[config.mk]
export PLATFORM = sky130hd
export DESIGN_NAME = eirq_usr_flat
export DESIGN_NICKNAME = d
export VERILOG_FILES = /design/src/eirq_pkg.sv /design/src/eirq_if.sv /design/src/eirq_usr.sv /design/src/flat_wrapper.sv
export VERILOG_INCLUDE_DIRS = /design/src
export SDC_FILE = /design/constraint.sdc
export NUM_CORES = 1
export LEC_CHECK = 0
export BUFFER_PORTS_ARGS = -buffer_cell sky130_fd_sc_hd__buf_2
export CAP_MARGIN = 25
export CORE_ASPECT_RATIO = 0.9
export CORE_MARGIN = 2
export CORE_UTILIZATION = 51
export DETAILED_ROUTE_END_ITERATION = 16
export PLACE_DENSITY = 0.85
export SLEW_MARGIN = 20
export SYNTH_ARGS = -nofsm -noshare
export SYNTH_HDL_FRONTEND = slang
export SYNTH_SLANG_ARGS = --single-unit
[constraint.sdc]
create_clock -name clk_sys -period 4.6 [get_ports clk_sys]
set_input_delay 0.23 -clock clk_sys [delete_from_list [all_inputs] [get_ports clk_sys]]
set_output_delay 0.23 -clock clk_sys [all_outputs]
set_load 0.005 [all_outputs]
[src/eirq_regs.svh]
`ifndef EIRQ_REGS_SVH
`define EIRQ_REGS_SVH

// Register offsets of the user end (byte addresses)
`define EIRQ_OFS_CTRL      8'h00
`define EIRQ_OFS_VECTOR    8'h04
`define EIRQ_OFS_MSGNUM    8'h08
`define EIRQ_OFS_STATUS    8'h0c
`define EIRQ_OFS_IRQ_STAT  8'h10
`define EIRQ_OFS_IRQ_MASK  8'h14

// CTRL fields
`define EIRQ_CTRL_SEND     0
`define EIRQ_CTRL_DEASSERT 1

// STATUS fields
`define EIRQ_ST_MSI        0
`define EIRQ_ST_MSIX       1
`define EIRQ_ST_FMASK      2
`define EIRQ_ST_MM_LO      3
`define EIRQ_ST_DATA_LO    8
`define EIRQ_ST_BUSY       16

// IRQ_STAT / IRQ_MASK fields
`define EIRQ_EV_DONE       0
`define EIRQ_EV_CFG        1

// Reset values
`define EIRQ_RST_BYTE      8'h00
`define EIRQ_RST_MSGNUM    5'h00
`define EIRQ_RST_EV        2'h0
`define EIRQ_RST_WORD      32'h0000_0000

// Encodings
`define EIRQ_MM_MAX        3'h5
`define EIRQ_INTA_CODE     8'h00
`define EIRQ_LVL_ASSERT    1'b0
`define EIRQ_LVL_DEASSERT  1'b1

`endif

[src/eirq_pkg.sv]
`include "eirq_regs.svh"

package eirq_pkg;

    typedef enum logic [1:0] {
        EIRQ_KIND_INTX = 2'h0,
        EIRQ_KIND_MSI  = 2'h1,
        EIRQ_KIND_MSIX = 2'h2
    } eirq_kind_t;

    typedef enum logic [1:0] {
        EIRQ_IDLE = 2'b01,
        EIRQ_SEND = 2'b10
    } eirq_state_t;

    typedef enum logic [1:0] {
        EIRQ_U_IDLE = 2'b01,
        EIRQ_U_WAIT = 2'b10
    } eirq_ustate_t;

    // Low-order message data bits that a vector may override
    function automatic logic [7:0] eirq_vec_mask(input logic [2:0] mm);
        logic [2:0] n;
        n = (mm > `EIRQ_MM_MAX) ? `EIRQ_MM_MAX : mm;
        return (8'h01 << n) - 8'h01;
    endfunction

endpackage

[src/eirq_if.sv]
`timescale 1ns/10ps

interface eirq_if;
    logic       irq_req;
    logic       irq_gnt;
    logic       lvl_deassert;
    logic [7:0] msi_vector_in;
    logic [4:0] msg_number;
    logic [7:0] msi_data_lo;
    logic [2:0] mm_enable;
    logic       msi_on;
    logic       msix_on;
    logic       msix_fmask;

    modport dev (
        input  irq_req,
        input  lvl_deassert,
        input  msi_vector_in,
        input  msg_number,
        output irq_gnt,
        output msi_data_lo,
        output mm_enable,
        output msi_on,
        output msix_on,
        output msix_fmask
    );

    modport usr (
        output irq_req,
        output lvl_deassert,
        output msi_vector_in,
        output msg_number,
        input  irq_gnt,
        input  msi_data_lo,
        input  mm_enable,
        input  msi_on,
        input  msix_on,
        input  msix_fmask
    );
endinterface

[src/eirq_usr.sv]
`timescale 1ns/10ps

`include "eirq_regs.svh"

module eirq_usr
    import eirq_pkg::*;
(
    // Clock and reset
    input  wire logic        clk_sys,
    input  wire logic        rst_b,
    // Interrupt request port
    eirq_if.usr              lnk,
    // Wishbone slave
    input  wire logic [7:0]  wb_adr_i,
    input  wire logic [31:0] wb_dat_i,
    input  wire logic [3:0]  wb_sel_i,
    input  wire logic        wb_we_i,
    input  wire logic        wb_cyc_i,
    input  wire logic        wb_stb_i,
    output logic [31:0]      wb_dat_o,
    output logic             wb_ack_o,
    // Interrupt to software
    output logic             irq_o
);

    // ****************************************************************
    // Declarations
    // ****************************************************************

    eirq_ustate_t ust;
    logic         wr_ok;
    logic         start;
    logic [7:0]   vector;
    logic [4:0]   msgnum;
    logic [7:0]   vec_mask;
    logic [7:0]   fix_num;
    logic [1:0]   ev_stat;
    logic [1:0]   ev_mask;
    logic [1:0]   ev_set;
    logic [5:0]   cfg_prev;
    logic [5:0]   cfg_now;
    logic [31:0]  next_rd;

    // ****************************************************************
    // Wishbone slave
    // ****************************************************************

    // Writes land on the edge that samples ack
    assign wr_ok = wb_cyc_i && wb_stb_i && wb_ack_o && wb_we_i &&
                   wb_sel_i[0];
    assign start = wr_ok && (wb_adr_i == `EIRQ_OFS_CTRL) &&
                   wb_dat_i[`EIRQ_CTRL_SEND] && (ust == EIRQ_U_IDLE);

    always_comb
    begin
        next_rd = `EIRQ_RST_WORD;
        if (wb_adr_i == `EIRQ_OFS_CTRL)
        begin
            next_rd[`EIRQ_CTRL_SEND]     = lnk.irq_req;
            next_rd[`EIRQ_CTRL_DEASSERT] = lnk.lvl_deassert;
        end
        else if (wb_adr_i == `EIRQ_OFS_VECTOR)
        begin
            next_rd[7:0] = vector;
        end
        else if (wb_adr_i == `EIRQ_OFS_MSGNUM)
        begin
            next_rd[4:0] = msgnum;
        end
        else if (wb_adr_i == `EIRQ_OFS_STATUS)
        begin
            next_rd[`EIRQ_ST_MM_LO+2:0] = cfg_now;
            next_rd[`EIRQ_ST_DATA_LO+7:`EIRQ_ST_DATA_LO] = lnk.msi_data_lo;
            next_rd[`EIRQ_ST_BUSY] = (ust == EIRQ_U_WAIT);
        end
        else if (wb_adr_i == `EIRQ_OFS_IRQ_STAT)
        begin
            next_rd[1:0] = ev_stat;
        end
        else if (wb_adr_i == `EIRQ_OFS_IRQ_MASK)
        begin
            next_rd[1:0] = ev_mask;
        end
    end

    always_ff @(posedge clk_sys or negedge rst_b)
    begin
        if (!rst_b)
        begin
            wb_ack_o <= 1'b0;
            wb_dat_o <= `EIRQ_RST_WORD;
        end
        else
        begin
            wb_ack_o <= wb_cyc_i && wb_stb_i && !wb_ack_o;
            if (wb_cyc_i && wb_stb_i && !wb_ack_o)
            begin
                wb_dat_o <= next_rd;
            end
        end
    end

    always_ff @(posedge clk_sys or negedge rst_b)
    begin
        if (!rst_b)
        begin
            vector  <= `EIRQ_RST_BYTE;
            msgnum  <= `EIRQ_RST_MSGNUM;
            ev_mask <= `EIRQ_RST_EV;
        end
        else if (wr_ok)
        begin
            if (wb_adr_i == `EIRQ_OFS_VECTOR)
            begin
                vector <= wb_dat_i[7:0];
            end
            else if (wb_adr_i == `EIRQ_OFS_MSGNUM)
            begin
                msgnum <= wb_dat_i[4:0];
            end
            else if (wb_adr_i == `EIRQ_OFS_IRQ_MASK)
            begin
                ev_mask <= wb_dat_i[1:0];
            end
        end
    end

    // ****************************************************************
    // Request handshake
    // ****************************************************************

    always_ff @(posedge clk_sys or negedge rst_b)
    begin
        if (!rst_b)
        begin
            ust              <= EIRQ_U_IDLE;
            lnk.irq_req      <= 1'b0;
            lnk.lvl_deassert <= `EIRQ_LVL_ASSERT;
        end
        else
        begin
            case (ust)
                EIRQ_U_IDLE:
                begin
                    if (start)
                    begin
                        ust              <= EIRQ_U_WAIT;
                        lnk.irq_req      <= 1'b1;
                        lnk.lvl_deassert <= wb_dat_i[`EIRQ_CTRL_DEASSERT];
                    end
                end
                EIRQ_U_WAIT:
                begin
                    if (lnk.irq_gnt)
                    begin
                        ust         <= EIRQ_U_IDLE;
                        lnk.irq_req <= 1'b0;
                    end
                end
                default:
                begin
                    ust         <= EIRQ_U_IDLE;
                    lnk.irq_req <= 1'b0;
                end
            endcase
        end
    end

    // ****************************************************************
    // Vector and message number
    // ****************************************************************

    assign vec_mask = eirq_vec_mask(lnk.mm_enable);
    assign fix_num = (lnk.msi_on && !lnk.msix_on &&
                      ({3'h0, msgnum} > vec_mask)) ? vec_mask
                                                   : {3'h0, msgnum};

    always_ff @(posedge clk_sys or negedge rst_b)
    begin
        if (!rst_b)
        begin
            lnk.msi_vector_in <= `EIRQ_RST_BYTE;
            lnk.msg_number    <= `EIRQ_RST_MSGNUM;
        end
        else
        begin
            lnk.msi_vector_in <= lnk.msix_on ? vector : (vector & vec_mask);
            lnk.msg_number    <= fix_num[4:0];
        end
    end

    // ****************************************************************
    // Event status and interrupt
    // ****************************************************************

    assign cfg_now = {lnk.mm_enable, lnk.msix_fmask, lnk.msix_on,
                      lnk.msi_on};
    assign ev_set  = {cfg_now != cfg_prev,
                      lnk.irq_req && lnk.irq_gnt};

    always_ff @(posedge clk_sys or negedge rst_b)
    begin
        if (!rst_b)
        begin
            cfg_prev <= 6'h00;
            ev_stat  <= `EIRQ_RST_EV;
        end
        else
        begin
            cfg_prev <= cfg_now;
            if (wr_ok && (wb_adr_i == `EIRQ_OFS_IRQ_STAT))
            begin
                ev_stat <= (ev_stat & ~wb_dat_i[1:0]) | ev_set;
            end
            else
            begin
                ev_stat <= ev_stat | ev_set;
            end
        end
    end

    assign irq_o = |(ev_stat & ev_mask);

endmodule

[src/flat_wrapper.sv]
// flat-port wrapper written by rule: the top's interface ports become plain ports
module eirq_usr_flat import eirq_pkg::*;
  (clk_sys, rst_b, wb_adr_i, wb_dat_i, wb_sel_i, wb_we_i, wb_cyc_i, wb_stb_i, wb_dat_o, wb_ack_o, irq_o, lnk_irq_req, lnk_lvl_deassert, lnk_msi_vector_in, lnk_msg_number, lnk_irq_gnt, lnk_msi_data_lo, lnk_mm_enable, lnk_msi_on, lnk_msix_on, lnk_msix_fmask);
  eirq_if lnk_i ();
  input  wire logic clk_sys;
  input  wire logic rst_b;
  input  wire logic [7:0] wb_adr_i;
  input  wire logic [31:0] wb_dat_i;
  input  wire logic [3:0] wb_sel_i;
  input  wire logic wb_we_i;
  input  wire logic wb_cyc_i;
  input  wire logic wb_stb_i;
  output logic [31:0] wb_dat_o;
  output logic wb_ack_o;
  output logic irq_o;
  output wire logic [$bits(lnk_i.irq_req)-1:0] lnk_irq_req;
  output wire logic [$bits(lnk_i.lvl_deassert)-1:0] lnk_lvl_deassert;
  output wire logic [$bits(lnk_i.msi_vector_in)-1:0] lnk_msi_vector_in;
  output wire logic [$bits(lnk_i.msg_number)-1:0] lnk_msg_number;
  input wire logic [$bits(lnk_i.irq_gnt)-1:0] lnk_irq_gnt;
  input wire logic [$bits(lnk_i.msi_data_lo)-1:0] lnk_msi_data_lo;
  input wire logic [$bits(lnk_i.mm_enable)-1:0] lnk_mm_enable;
  input wire logic [$bits(lnk_i.msi_on)-1:0] lnk_msi_on;
  input wire logic [$bits(lnk_i.msix_on)-1:0] lnk_msix_on;
  input wire logic [$bits(lnk_i.msix_fmask)-1:0] lnk_msix_fmask;
  assign lnk_irq_req = lnk_i.irq_req;
  assign lnk_lvl_deassert = lnk_i.lvl_deassert;
  assign lnk_msi_vector_in = lnk_i.msi_vector_in;
  assign lnk_msg_number = lnk_i.msg_number;
  assign lnk_i.irq_gnt = lnk_irq_gnt;
  assign lnk_i.msi_data_lo = lnk_msi_data_lo;
  assign lnk_i.mm_enable = lnk_mm_enable;
  assign lnk_i.msi_on = lnk_msi_on;
  assign lnk_i.msix_on = lnk_msix_on;
  assign lnk_i.msix_fmask = lnk_msix_fmask;
  eirq_usr u_core (.clk_sys(clk_sys), .rst_b(rst_b), .lnk(lnk_i), .wb_adr_i(wb_adr_i), .wb_dat_i(wb_dat_i), .wb_sel_i(wb_sel_i), .wb_we_i(wb_we_i), .wb_cyc_i(wb_cyc_i), .wb_stb_i(wb_stb_i), .wb_dat_o(wb_dat_o), .wb_ack_o(wb_ack_o), .irq_o(irq_o));
endmodule
---- Yosys cells after proc, flatten, opt, wreduce, memory -nomap -nowiden ----
Index checks and enable logic that the tools add are counted.
Widths: inputs -> output; s select.
operators by class
  bitwise gates (word level) .............. 8
  $add $sub $neg .......................... 1
  magnitude comparators ................... 2
  shift-type cells ........................ 1
  reductions and logical operators ........ 21
  mux-type cells .......................... 23
  equal/unequal tests ..................... 10
operator list
  kind                 number
  $mux 9               3
  $eq 8x4->1 const B   2
  $eq 8x5->1 const B   2
  $mux 2               8
  $mux 15              1
  $logic_and 1x1->1    12
  $mux 5               2
  $and 8x8->8          1
  $eq 8x3->1 const B   1
  $gt 5x8->1           1
  $logic_not 8->1      1
  $mux 8               1
  $shl 1x3->8 const A  1
  $sub 8x1->8 const B  1
  $mux 6               1
  $ne 6x6->1           1
  $reduce_and 2->1     3
  $and 2x2->2          2
  $mux 4               1
  $or 2x2->2           2
  $pmux 2 s2           1
  $reduce_and 4->1     1
  $gt 3x3->1 const B   1
  $mux 1               3
  other kinds (11)     13
storage, ports and cells
  word-level logic and storage cells ...... 78
  output and inout port bits .............. 49
  flip-flop bits (word level) ............. 58

---- Depth between registers and ports, before layout ----
  depth after elaboration ................. 9
  depth in mapped cells ................... 8

---- Worst setup path before layout ----
No wires, ideal clock.
  path kind ............................... in2reg
  from .................................... input lnk_mm_enable[2]
  to ...................................... register u_core.lnk.msg_number[3]
  path slack .............................. 2.520 ns
  arrival ................................. 1.955 ns
  stages on the path ...................... 8
  setup time .............................. 0.125 ns
  path through ............................ inv_1 nor2_1 inv_1 ha_1 and3_1 a311o_1 a31oi_1 mux2_2
between the ends
  cells in the longest elaborated chain, start to end .. 7
RTL lines
  item                         line                source
  start: declaration           flat_wrapper.sv:22  input wire logic [$bits(lnk_i.mm_enable)-1:0] lnk_mm_enable;
  $gt 3x3->1 (no line)         -
  $mux 3 (*)                   eirq_pkg.sv:24      n = (mm > `EIRQ_MM_MAX) ? `EIRQ_MM_MAX : mm;
  $shl 1x3->8 (*)              eirq_pkg.sv:25      return (8'h01 << n) - 8'h01;
  $sub 8x1->8 (*)              eirq_pkg.sv:25
  $gt 5x8->1                   eirq_usr.sv:175     ({3'h0, msgnum} > vec_mask)) ? vec_mask
  $logic_and 1x1->1            eirq_usr.sv:174     assign fix_num = (lnk.msi_on && !lnk.msix_on &&
  $mux 5 (*)                   eirq_usr.sv:175
  named net u_core.fix_num[3]  eirq_usr.sv:36      logic [7:0] fix_num;
  end signal: assignment       eirq_usr.sv:183     lnk.msg_number <= `EIRQ_RST_MSGNUM;
  end signal: assignment       eirq_usr.sv:188     lnk.msg_number <= fix_num[4:0];
  end: declaration             eirq_if.sv:32       output msg_number,
The timed path passes the listed nets; every way through them passes the cells marked *.
A chain may end at the register's enable or synchronous reset.

---- Final worst setup path ----
  from .................................... input lnk_mm_enable[2]
  to ...................................... register u_core.lnk.msg_number[1]
The elaborated chain is that of the path after synthesis.

==> flow_summary.toml <==
[layout]
layout.core_utilization = 0.634
multiInputGateArea_um2 = 1070
register_area_um2 = 1430
antennaDiodeCount = 0
final_std_cells_w_o_fill = 355
area_growth_pct = 17.8
num-nets-final = 357
post_route_cells_drive_above_1_share = 0.383
fill_cell_instance_count_of_the_final_layout = 404

[floorplanning]
die_height_um = 72.4
floorplan.core_area_um2 = 4920
floorplan.initialDensity = 0.538
boundaryPins = 113
die_area_um2 = 5790
die_width_um = 80.0
num_rows = 24

[logic_synthesis]
synth.top_cells.by_area = "sky130_fd_sc_hd__dfrtp_1, sky130_fd_sc_hd__mux2_2, sky130_fd_sc_hd__buf_4"
synth_cell_types = 47
avgSynthCellArea_um2 = 12.3
yosysWarningCount = 0
yosysSeqAreaShare = 0.539
synth_top_area_frac = 0.529
synth_enable_flop_cells = 0
synthArstFlopShare = 1.00
synth_largest_area_cell = "sky130_fd_sc_hd__dfrtp_1"
syn-instance-count = 215
syn-cell-area_um2 = 2650
synth_flop_cell = "sky130_fd_sc_hd__dfrtp_1"
ys_ff_latch = 57

[worst_hold_path]
min-delay-path-class = "in2async"

[detailed_routing]
detailroute.via_count = 1893
routed_wirelength_normalized_by_instance_count_um = 15.3
number_of_nets_with_antenna_violations_after_routing = 0
drt_pre_antenna_iters = 4
drt_iter0_drc = 83
drt-total-wl_um = 5430
drt-vias-per-instance = 5.33
drcViolationCount = 0

[pwr]
sequentialPowerShare = 0.534
ir_worst_vdd_mv = 0.146
cell_internal_pwr_mw = 0.738
p_clk_frac = 0.386
power_per_cell_area_nw_per_um2 = 308
share_comb_of_total_power = 0.080
p_sw_mw = 0.221
switching_share = 0.231
cellLeakagePower_nw = 1.67

[setup_path]
crit_path_start_kind = "primary input"
worst-setup-path-type = "in2reg"
required_time_at_the_worst_slack_endpoint_ps = 4810
critical_path.max_fanout = 8
r2r_cell_count = 5
setup.worst_path.end_class = "register"
worst_ep_arrival_time_ps = 2480

[sta]
count_of_final_hold_check_violations = 0
tightestPinTransition_ps = 892
finalCritPeriodShare = 0.494
period_minus_slack_ps = 2270
clock-skew-final_ps = 6.95
setup_total_negative_slack_ps = 0
setup_repair_after_global_routing_missed_its_margin = "no"
maxClockFrequency_mhz = 440
slew-limit-headroom = 0.403
setup_viol_count_final = 0
slew_violations = 0

[global_routing]
grt_start_max_net_pins = 58
grt_antenna_before_repair = 0
grt-ovfl-total = 0
global_route_wire_length_before_repair_um = 8820
first_global_vias = 1837
track_usage = 0.205

[place]
place.detailed.hpwl_um = 3950
buffer_ports.inserted = 70
gpl.final_weighted_congestion = 0.878
placedCellCount = 342

[clock_tree]
post_cts_resized = 0
path_clk_slew_ps = 60
clk_root_buffer_cell = "sky130_fd_sc_hd__clkbuf_8"
cts_made_buffers = 9
tritoncts_clock_tree = "yes"
clock_path_buffers = 2
cts-hold-fix-buffers = 0
clk_latency_ps = 330
cts_setup_buffers = 0
cts-htree-levels = 3
clock_sinks = 57

[job]
maxCapViolations = 0

[outcome]
run_status = "finished, final reports clean"
-- final timing paths --
check / startpoint / end / slack (ps)
worst min-delay path: rst_b / u_core.vector[4] / 50
worst min register to register: u_core.wb_dat_o[3] / u_core.wb_dat_o[3] / 480
min in group clk_sys: lnk_msix_fmask / u_core.cfg_prev[2] / 50
worst max register to register: u_core.msgnum[3] / u_core.lnk.msg_number[1] / 2350
worst max-delay path: lnk_mm_enable[2] / u_core.lnk.msg_number[1] / 2330
max in group asynchronous: rst_b / u_core.lnk.lvl_deassert / 4110
-- cells in the mapped netlist (all sizes together), types with 5 or more instances --
cell type   n
o21a        6
nor2        6
buf        21
ha          5
dfrtp      56
nand2       8
inv         8
a22o       12
mux2       24
-- placed cells by master, fill, tap and decap left out, types with 2 or more instances in the layout --
cell and count:
sky130_fd_sc_hd__nor3b_1 4, sky130_fd_sc_hd__o21a_1 6, sky130_fd_sc_hd__nor2_1 6, sky130_fd_sc_hd__or3_1 2
sky130_fd_sc_hd__clkbuf_1 2, sky130_fd_sc_hd__nand2_1 8, sky130_fd_sc_hd__a211oi_1 3, sky130_fd_sc_hd__nor2b_1 2
sky130_fd_sc_hd__clkbuf_8 10, sky130_fd_sc_hd__a22o_1 12, sky130_fd_sc_hd__conb_1 15, sky130_fd_sc_hd__nand3_1 4
sky130_fd_sc_hd__ha_1 5, sky130_fd_sc_hd__xor2_1 4, sky130_fd_sc_hd__o31ai_1 3, sky130_fd_sc_hd__a22oi_1 3
sky130_fd_sc_hd__and2_1 4, sky130_fd_sc_hd__nor4_1 2, sky130_fd_sc_hd__nand4_1 4, sky130_fd_sc_hd__o21ai_0 3
sky130_fd_sc_hd__xnor2_1 2, sky130_fd_sc_hd__a21oi_1 2, sky130_fd_sc_hd__dfrtp_1 56, sky130_fd_sc_hd__mux2_2 24
sky130_fd_sc_hd__mux2i_1 4, sky130_fd_sc_hd__buf_2 70, sky130_fd_sc_hd__and3_1 2, sky130_fd_sc_hd__inv_1 8
-- power groups by stage --
stage	Sequential, mW	Combinational (mW)	Clock, mW
final	0.513	0.0772	0.370
after global routing	0.513	0.0876	0.400
after CTS	0.513	0.0780	0.379
after detailed placement	0.521	0.0777	0
after global placement	0.521	0.0755	0
after floorplan	0.522	0.0457	0
-- worst max-delay path: stages --
cell and delay [ps]:
sky130_fd_sc_hd__buf_2 180, sky130_fd_sc_hd__inv_1 100, sky130_fd_sc_hd__nor2_1 220, sky130_fd_sc_hd__inv_1 70, sky130_fd_sc_hd__ha_1 310, sky130_fd_sc_hd__and3_1 160, sky130_fd_sc_hd__a311o_1 360, sky130_fd_sc_hd__a31oi_1 450
sky130_fd_sc_hd__mux2_2 400
-- kinds of logic after synthesis --
group / share of synthesized area
multiplexers: 0.117
adder cells (fa/ha/maj): 0.0236
flip-flops: 0.539
AO/OA/AOI/OAI: 0.114
other: 0.00142
AND/OR/NAND/NOR: 0.110
buffers and inverters: 0.0755
XOR/XNOR: 0.0198
-- registers in the layout, summed over array words and instances (netlist names) --
register	cells
u_core.vector	8
u_core.ust	2
u_core.lnk.msi_vector_in	8
u_core.ev_mask	2
u_core.wb_dat_o	17
u_core.msgnum	5
u_core.ev_stat	2
u_core.cfg_prev	6
u_core.lnk.msg_number	5
u_core.lnk.lvl_deassert	1
u_core.wb_ack_o	1
-- layer usage --
metal / vias up / part of all wire / track usage
li1: 899 / - / -
met1: 912 / 0.45 / 0.272
met2: 65 / 0.46 / 0.302
met3: 17 / 0.062 / 0.0498
met4: 0 / 0.031 / 0.132
met5: - / 0 / 0
-- final cells by class --
type,count,area share
sequential,57,0.457
multi-input combinational,141,0.344
timing repair buffer,71,0.115
clock buffer,12,0.0465
tap,65,0.0261
inverter,8,0.00962
clock inverter,1,0.00160
-- per-stage QoR --
step	cell area [µm²]	hold slack [ps]	total power [mW]	setup WS, ps
floorplan	2700	-65.6	0.567	2520
global placement	2970	386	0.596	2090
detailed placement	2970	383	0.599	2000
CTS	3120	37.4	0.969	2330
global route	3120	39.1	1.00	2150
finish	3120	47.1	0.960	2330
(Power assumes the default switching activity.)
